$ cat config.mk
export PLATFORM = sky130hd
export DESIGN_NAME = ior_output_regs
export DESIGN_NICKNAME = d
export VERILOG_FILES = /design/src/ior_pkg.sv /design/src/ior_output_regs.sv
export VERILOG_INCLUDE_DIRS = /design/src
export SDC_FILE = /design/constraint.sdc
export NUM_CORES = 1
export LEC_CHECK = 0
export BUFFER_PORTS_ARGS = -buffer_cell sky130_fd_sc_hd__buf_2
export CAP_MARGIN = 5
export CELL_PAD_IN_SITES_DETAIL_PLACEMENT = 1
export CELL_PAD_IN_SITES_GLOBAL_PLACEMENT = 2
export CORE_UTILIZATION = 30
export CTS_CLUSTER_DIAMETER = 80
export DETAILED_ROUTE_END_ITERATION = 8
export GPL_TIMING_DRIVEN = 0
export PLACE_DENSITY = 0.76
export SYNTH_ARGS = -nofsm -noshare
export SYNTH_HDL_FRONTEND = slang
export SYNTH_SLANG_ARGS = --single-unit
$ cat constraint.sdc
create_clock -name core_clk -period 9.8 [get_ports core_clk]
set_input_delay 0.49 -clock core_clk [delete_from_list [all_inputs] [get_ports core_clk]]
set_output_delay 0.49 -clock core_clk [all_outputs]
set_load 0.02 [all_outputs]
$ cat src/ior_regs.svh
// register offsets, reset values and scaling limits of the output data bank
`ifndef IOR_REGS_SVH
`define IOR_REGS_SVH

`define IOR_ADDR_W          7
`define IOR_WORD_W          16
`define IOR_PAGE_ADDR       7'h00
`define IOR_PAGE_RESET      16'h0000
`define IOR_ACTIVE_PAGE     16'h0000
`define IOR_GYRO_X_FRACTION 7'h10
`define IOR_GYRO_X_WORD     7'h12
`define IOR_GYRO_Y_FRACTION 7'h14
`define IOR_GYRO_Y_WORD     7'h16
`define IOR_GYRO_Z_FRACTION 7'h18
`define IOR_GYRO_Z_WORD     7'h1a
`define IOR_ACCEL_X_FRACTION 7'h1c
`define IOR_ACCEL_X_WORD    7'h1e
`define IOR_ACCEL_Y_FRACTION 7'h20
`define IOR_ACCEL_Y_WORD    7'h22
`define IOR_ACCEL_Z_FRACTION 7'h24
`define IOR_ACCEL_Z_WORD    7'h26
`define IOR_UPPER_BIT       1
`define IOR_CHAN_LSB        2
`define IOR_FS_POS          16'h57e4
`define IOR_FS_NEG          16'ha81c
`define IOR_FRACTION_ZERO   16'h0000
`define IOR_READ_ZERO       16'h0000

`endif

$ cat src/ior_pkg.sv
// shared types of the inertial output data bank
package ior_pkg;

    // one three-axis result, each axis 32-bit two's complement
    typedef struct packed {
        logic [31:0] x;
        logic [31:0] y;
        logic [31:0] z;
    } ior_axes_t;

    // one coherent sample of both sensors
    typedef struct packed {
        ior_axes_t gyro;
        ior_axes_t accel;
    } ior_sample_t;

    // host register access request
    typedef struct packed {
        logic        rd;
        logic        wr;
        logic [6:0]  addr;
        logic [15:0] wdata;
    } ior_req_t;

endpackage

$ cat src/ior_output_regs.sv
// page-0 inertial output data registers with page select and read port
`include "ior_regs.svh"

// Overview of operation
// - page select reads zero after start-up
// - sensor outputs only visible on page zero
// - results are 32-bit, upper and lower words
// - gyro word: 0.02 deg/s per count
// - gyro full scale reads 0x57e4 / 0xa81c
// - gyro fraction msb weighs 0.01 deg/s
// - gyro words at 0x10 through 0x1a
// - accel word: 0.8 mg, saturates at 18 g
// - accel fraction msb weighs 0.4 mg
// - accel words at 0x1c through 0x26
// - accel outputs include static gravity
module ior_output_regs #(
    parameter int CHANNELS = 6
) (
    input  wire logic                core_clk,
    input  wire logic                rstn,
    input  wire logic                clkEn,
    input  wire logic                sampleValid,
    input  wire ior_pkg::ior_sample_t sampleIn,
    input  wire ior_pkg::ior_req_t   hostReq,
    output logic [15:0]              regRdata,
    output logic                     regRdValid,
    output logic [15:0]              pageSelect
);

    logic                rstnMeta;
    logic                rstnSync;
    logic [31:0]         chanIn   [CHANNELS];
    logic [31:0]         dataReg  [CHANNELS];
    logic [31:0]         next_data[CHANNELS];
    logic                inData;
    logic                onPage0;
    logic                pageHit;
    logic [2:0]          chanSel;
    logic                upperSel;
    logic [31:0]         selWord;
    logic [15:0]         next_rdata;

    // reset release through two flops
    always_ff @(posedge core_clk or negedge rstn) begin
        if (!rstn) begin
            rstnMeta <= 1'b0;
            rstnSync <= 1'b0;
        end else begin
            rstnMeta <= 1'b1;
            rstnSync <= rstnMeta;
        end
    end

    // channel order follows the address map: gyro x,y,z then accel x,y,z
    assign chanIn[0] = sampleIn.gyro.x;
    assign chanIn[1] = sampleIn.gyro.y;
    assign chanIn[2] = sampleIn.gyro.z;
    assign chanIn[3] = sampleIn.accel.x;
    assign chanIn[4] = sampleIn.accel.y;
    assign chanIn[5] = sampleIn.accel.z;  // gravity passes through

    // clamp the upper word to the documented full-scale codes
    function automatic logic [31:0] clampFs(input logic [31:0] v);
        logic signed [15:0] up;
        up = v[31:16];
        if (up > $signed(`IOR_FS_POS)) begin
            clampFs = {`IOR_FS_POS, `IOR_FRACTION_ZERO};
        end else if (up < $signed(`IOR_FS_NEG)) begin
            clampFs = {`IOR_FS_NEG, `IOR_FRACTION_ZERO};
        end else begin
            clampFs = v;  // two's complement kept
        end
    endfunction

    // per channel 32-bit store, both halves loaded on one edge
    for (genvar i = 0; i < CHANNELS; i++) begin : gChan
        assign next_data[i] = sampleValid ? clampFs(chanIn[i]) : dataReg[i];
        always_ff @(posedge core_clk or negedge rstnSync) begin
            if (!rstnSync) begin
                dataReg[i] <= '0;
            end else if (clkEn) begin
                dataReg[i] <= next_data[i];
            end
        end
    end

    // address decode for the read port
    assign inData   = (hostReq.addr >= `IOR_GYRO_X_FRACTION)
                   && (hostReq.addr <= `IOR_ACCEL_Z_WORD);
    assign onPage0  = (pageSelect == `IOR_ACTIVE_PAGE);
    assign pageHit  = (hostReq.addr == `IOR_PAGE_ADDR);
    assign chanSel  = 3'((hostReq.addr - `IOR_GYRO_X_FRACTION) >> `IOR_CHAN_LSB);
    assign upperSel = hostReq.addr[`IOR_UPPER_BIT];
    assign selWord  = inData ? dataReg[chanSel] : '0;

    // read data selection: page select on every page, data on page 0 only
    always_comb begin
        next_rdata = `IOR_READ_ZERO;
        if (pageHit) begin
            next_rdata = pageSelect;
        end else if (inData && onPage0) begin
            next_rdata = upperSel ? selWord[31:16]
                                  : selWord[15:0];
        end
    end

    // page select register, zero after reset
    always_ff @(posedge core_clk or negedge rstnSync) begin
        if (!rstnSync) begin
            pageSelect <= `IOR_PAGE_RESET;
        end else if (clkEn && hostReq.wr && pageHit) begin
            pageSelect <= hostReq.wdata;
        end
    end

    // read answer one cycle after the strobe
    always_ff @(posedge core_clk or negedge rstnSync) begin
        if (!rstnSync) begin
            regRdata   <= `IOR_READ_ZERO;
            regRdValid <= 1'b0;
        end else if (clkEn) begin
            regRdValid <= hostReq.rd;
            if (hostReq.rd) begin
                regRdata <= next_rdata;
            end
        end
    end
endmodule

==> PnR_summary.wiki <==
{| class="wikitable"
! Metric !! Value
|-
| Outcome || complete, no violations
|-
| CTS clock-pin slew for the worst setup and hold paths || 0.06 ns
|-
| Slew at the pin with the worst max-slew slack || 0.911 ns
|-
| Avg WL per Cell || 23.2 um
|-
| Post-route setup TNS || 0 ns
|-
| Share of layout cells above drive strength 1 || 0.212
|-
| Synth area leader || sky130_fd_sc_hd__dfrtp_1
|-
| Routed via count divided by cell count || 5.18
|-
| Worst voltage drop across the vdd grid || 107 uV
|-
| Starting density of the core || 0.304
|-
| Final WS setup || 7.22 ns
|-
| Syn Area/Cell || 9.49 um^2
|-
| Maximum clock frequency || 387 MHz
|-
| Sequential fraction of the synthesis area || 0.483
|-
| Crit-path max FO || 10
|-
| Worst hold path type || primary input to flop
|-
| Cell count of the worst reg-to-reg path || 5
|-
| Max-cap viol count || 0
|-
| Worst path arrival time || 3.05 ns
|-
| Placed instance area || 13800 um^2
|-
| Via count || 10662
|-
| Die Span X || 200 um
|-
| DRC violation count after routing || 0
|-
| Unrepaired setup endpoints after global routing || no
|-
| Most instantiated cells after synthesis || sky130_fd_sc_hd__o21ai_0 (242), sky130_fd_sc_hd__dfrtp_1 (227), sky130_fd_sc_hd__nand2_1 (154)
|-
| Final-report hold violation count || 0
|-
| H-Tree Level Count || 1
|-
| Post-layout minimum cycle time || 2.58 ns
|-
| Main flop type after synthesis || sky130_fd_sc_hd__dfrtp_1
|-
| Critical-path cell with the highest stage delay || sky130_fd_sc_hd__clkbuf_1
|-
| Num Clock Sinks || 227
|-
| Required time at the endpoint of the critical path || 10.26 ns
|-
| Signed area change from the synthesized netlist to the final layout || 24.4%
|-
| Number of placement rows || 72
|-
| Die height || 200 um
|-
| Number of nets with antenna violations after detailed routing || 0
|-
| Io pins || 254
|-
| PortBufs || 252
|-
| Worst path most repeated cell || sky130_fd_sc_hd__clkbuf_1
|-
| Seq cells post-synth || 227
|-
| Number of DRC markers after the initial detailed-route iteration || 569
|-
| Pwr Density || 179 nW/um^2
|-
| Area enclosed by the die boundary || 40000 um^2
|-
| Worst reg2reg path startpoint || pageSelect[10]$_DFFE_PN0P_
|-
| Type of origin of the critical path || primary input
|-
| Most frequent cell after synthesis || sky130_fd_sc_hd__o21ai_0
|-
| Post-synthesis instance total || 1239
|-
| Syn. warnings || 0
|-
| Clock Path Buffers || 3
|-
| Cells along the critical path || buf_2 -> and2_1 -> clkbuf_1 -> clkbuf_1 -> clkbuf_1 -> nand3b_1 -> o21ai_0
|-
| Max Transition Viols Final || 0
|-
| TritonCTS buffer count || 26
|-
| Maximum number of pins on one net before global-route repair || 68
|-
| Critical path launch point || clkEn
|-
| Share of synthesized flip-flops with an asynchronous set or reset || 1.00
|-
| Initial antenna violation count || 5
|-
| Startpoint of the most critical hold path || hostReq[13]
|-
| Placer's final routability congestion estimate || 0.892
|-
| Global Route Usage Sum || 0.240
|-
| Setup slack at placement || 6.70 ns
|-
| Leak pwr || 6.60 nW
|-
| Netlist area before placement || 11800 um^2
|-
| Kind of end point of the critical path || flop
|-
| Classification of the worst setup path || primary input to flop
|-
| Hold slack || 0.179 ns
|-
| HPWL after detailed placement || 37700 um
|-
| Area share of the largest cell type after synthesis || 0.483
|-
| Net count after synthesis || 1466
|-
| Final clock period utilization by the worst path || 0.264
|-
| Distinct cells, synth || 36
|-
| Leading post-synthesis cells by cell area || sky130_fd_sc_hd__dfrtp_1 (48%), sky130_fd_sc_hd__o21ai_0 (10%), sky130_fd_sc_hd__mux2i_1 (8.2%)
|-
| Number of synthesized flops with an enable pin || 0
|-
| Leftover overflow at the end of global routing || 0
|-
| Layout Cell Area excl Fill || 14600 um^2
|-
| Via count of the first global-routing pass || 11265
|-
| Post-CTS Repair Setup Buffers || 0
|-
| Relative slew slack || 0.393
|-
| Floorplan Core Area || 38600 um^2
|-
| Wire length of the first global-routing pass || 70200 um
|-
| Root Buffer || sky130_fd_sc_hd__clkbuf_16
|-
| Clock tree from TritonCTS || built
|-
| Worst hold path stage count || 2
|-
| Peak per-stage delay on the critical path || 0.74 ns
|-
| Count of endpoints failing setup in the final report || 0
|-
| Number of detailed-route iterations in the first pass || 5
|-
| Net count reported at finish || 1750
|-
| Setup clock skew after layout || 0.0121 ns
|-
| Latest clock arrival within the worst-skew pair || 0.55 ns
|-
| Detailed Route WL || 47700 um
|}
## final timing paths
path | end | slack [ns]
min in group asynchronous | rstnSync$_DFF_PN0_ | 0.27
max reg2reg | regRdata[5]$_DFFE_PN0P_ | 7.91
max in group asynchronous | pageSelect[11]$_DFFE_PN0P_ | 8.39
max | dataReg[45]$_DFFE_PN0P_ | 7.22
min | pageSelect[13]$_DFFE_PN0P_ | 0.18
min reg2reg | dataReg[165]$_DFFE_PN0P_ | 0.32
## report_power, final
part	leakage, nW	internal, mW	switching, mW	total (mW)
registers	2.87	1.06	0.0755	1.13
clock network	0.432	0.592	0.404	0.996
logic	3.30	0.189	0.297	0.486
## kinds of logic (layout without fill, tap and decap cells)
group,Yosys count,after routing,synth area share
other,1,2,0.000319
AO/OA/AOI/OAI,414,414,0.212
adder cells (fa/ha/maj),6,6,0.00638
flip-flops,227,227,0.483
buffers and inverters,161,462,0.0534
multiplexers,113,113,0.0980
AND/OR/NAND/NOR,317,317,0.147
## critical path, delay by kind of cell
kind | cells | cell delay [ns]
AOI/OAI and AO/OA | 1 | 0.17
buffers and inverters | 4 | 2.04
and+or+nand+nor | 2 | 0.32
## final cells by class
type / instances / area (um^2)
diodes: 1 / 2.50
multi-input cells: 851 / 5450
clock buffers: 40 / 815
inverters: 55 / 206
repair buffers: 256 / 1350
fillers: 4550 / 24000
well taps: 518 / 648
plain buffers: 106 / 422
flip-flops and latches: 227 / 5680
clock inverters: 5 / 50.0
## flip-flops by register name, indices dropped and copies added (netlist names)
name	count
rstnSync	1
regRdValid	1
regRdata	16
pageSelect	16
dataReg	192
rstnMeta	1
## routing by layer
layer,track usage,wire (um)
met4,0.0611,1180
met3,0.0412,2380
met1,0.324,21700
met2,0.397,22400
met5,0,22
## timing repair
action,in CTS,in global routing
resized for setup,0,0
hold buffers,1,0
hold endpoints to repair,2,0
## placed cells by master, fill, tap and decap left out, types with 6 or more instances in the layout
cell | synthesis | final
sky130_fd_sc_hd__inv_1 | 55 | 55
sky130_fd_sc_hd__nand3b_1 | 108 | 108
sky130_fd_sc_hd__clkbuf_1 | 95 | 99
sky130_fd_sc_hd__nor2_1 | 12 | 12
sky130_fd_sc_hd__o22a_1 | 54 | 54
sky130_fd_sc_hd__a21oi_1 | 12 | 12
sky130_fd_sc_hd__o22ai_1 | 48 | 48
sky130_fd_sc_hd__clkbuf_8 | 0 | 9
sky130_fd_sc_hd__ha_1 | 6 | 6
sky130_fd_sc_hd__o21bai_1 | 16 | 16
sky130_fd_sc_hd__o31ai_1 | 6 | 6
sky130_fd_sc_hd__o21ai_0 | 242 | 242
sky130_fd_sc_hd__mux2i_1 | 96 | 96
sky130_fd_sc_hd__a211o_1 | 6 | 6
sky130_fd_sc_hd__buf_2 | 7 | 259
sky130_fd_sc_hd__nand3_1 | 6 | 6
sky130_fd_sc_hd__nand2_1 | 154 | 154
sky130_fd_sc_hd__nor4_1 | 9 | 9
sky130_fd_sc_hd__clkbuf_16 | 0 | 27
sky130_fd_sc_hd__or3_1 | 6 | 6
sky130_fd_sc_hd__a22oi_1 | 16 | 16
sky130_fd_sc_hd__mux2_2 | 17 | 17
sky130_fd_sc_hd__nand4_1 | 13 | 13
sky130_fd_sc_hd__a2bb2oi_1 | 6 | 6
sky130_fd_sc_hd__o211ai_1 | 6 | 6
sky130_fd_sc_hd__dfrtp_1 | 227 | 226
## through the flow
| stage | power [mW] | instances | util |
|---|---|---|---|
| floorplan | 1.40 | 1239 | - |
| global placement | 1.62 | 2009 | 0.354 |
| detailed placement | 1.64 | 2012 | 0.356 |
| CTS | 2.64 | 2058 | 0.379 |
| global route | 2.73 | 2059 | 0.379 |
| finish | 2.61 | 2059 | 0.379 |
Note: power is estimated with default switching activity, not from simulation.
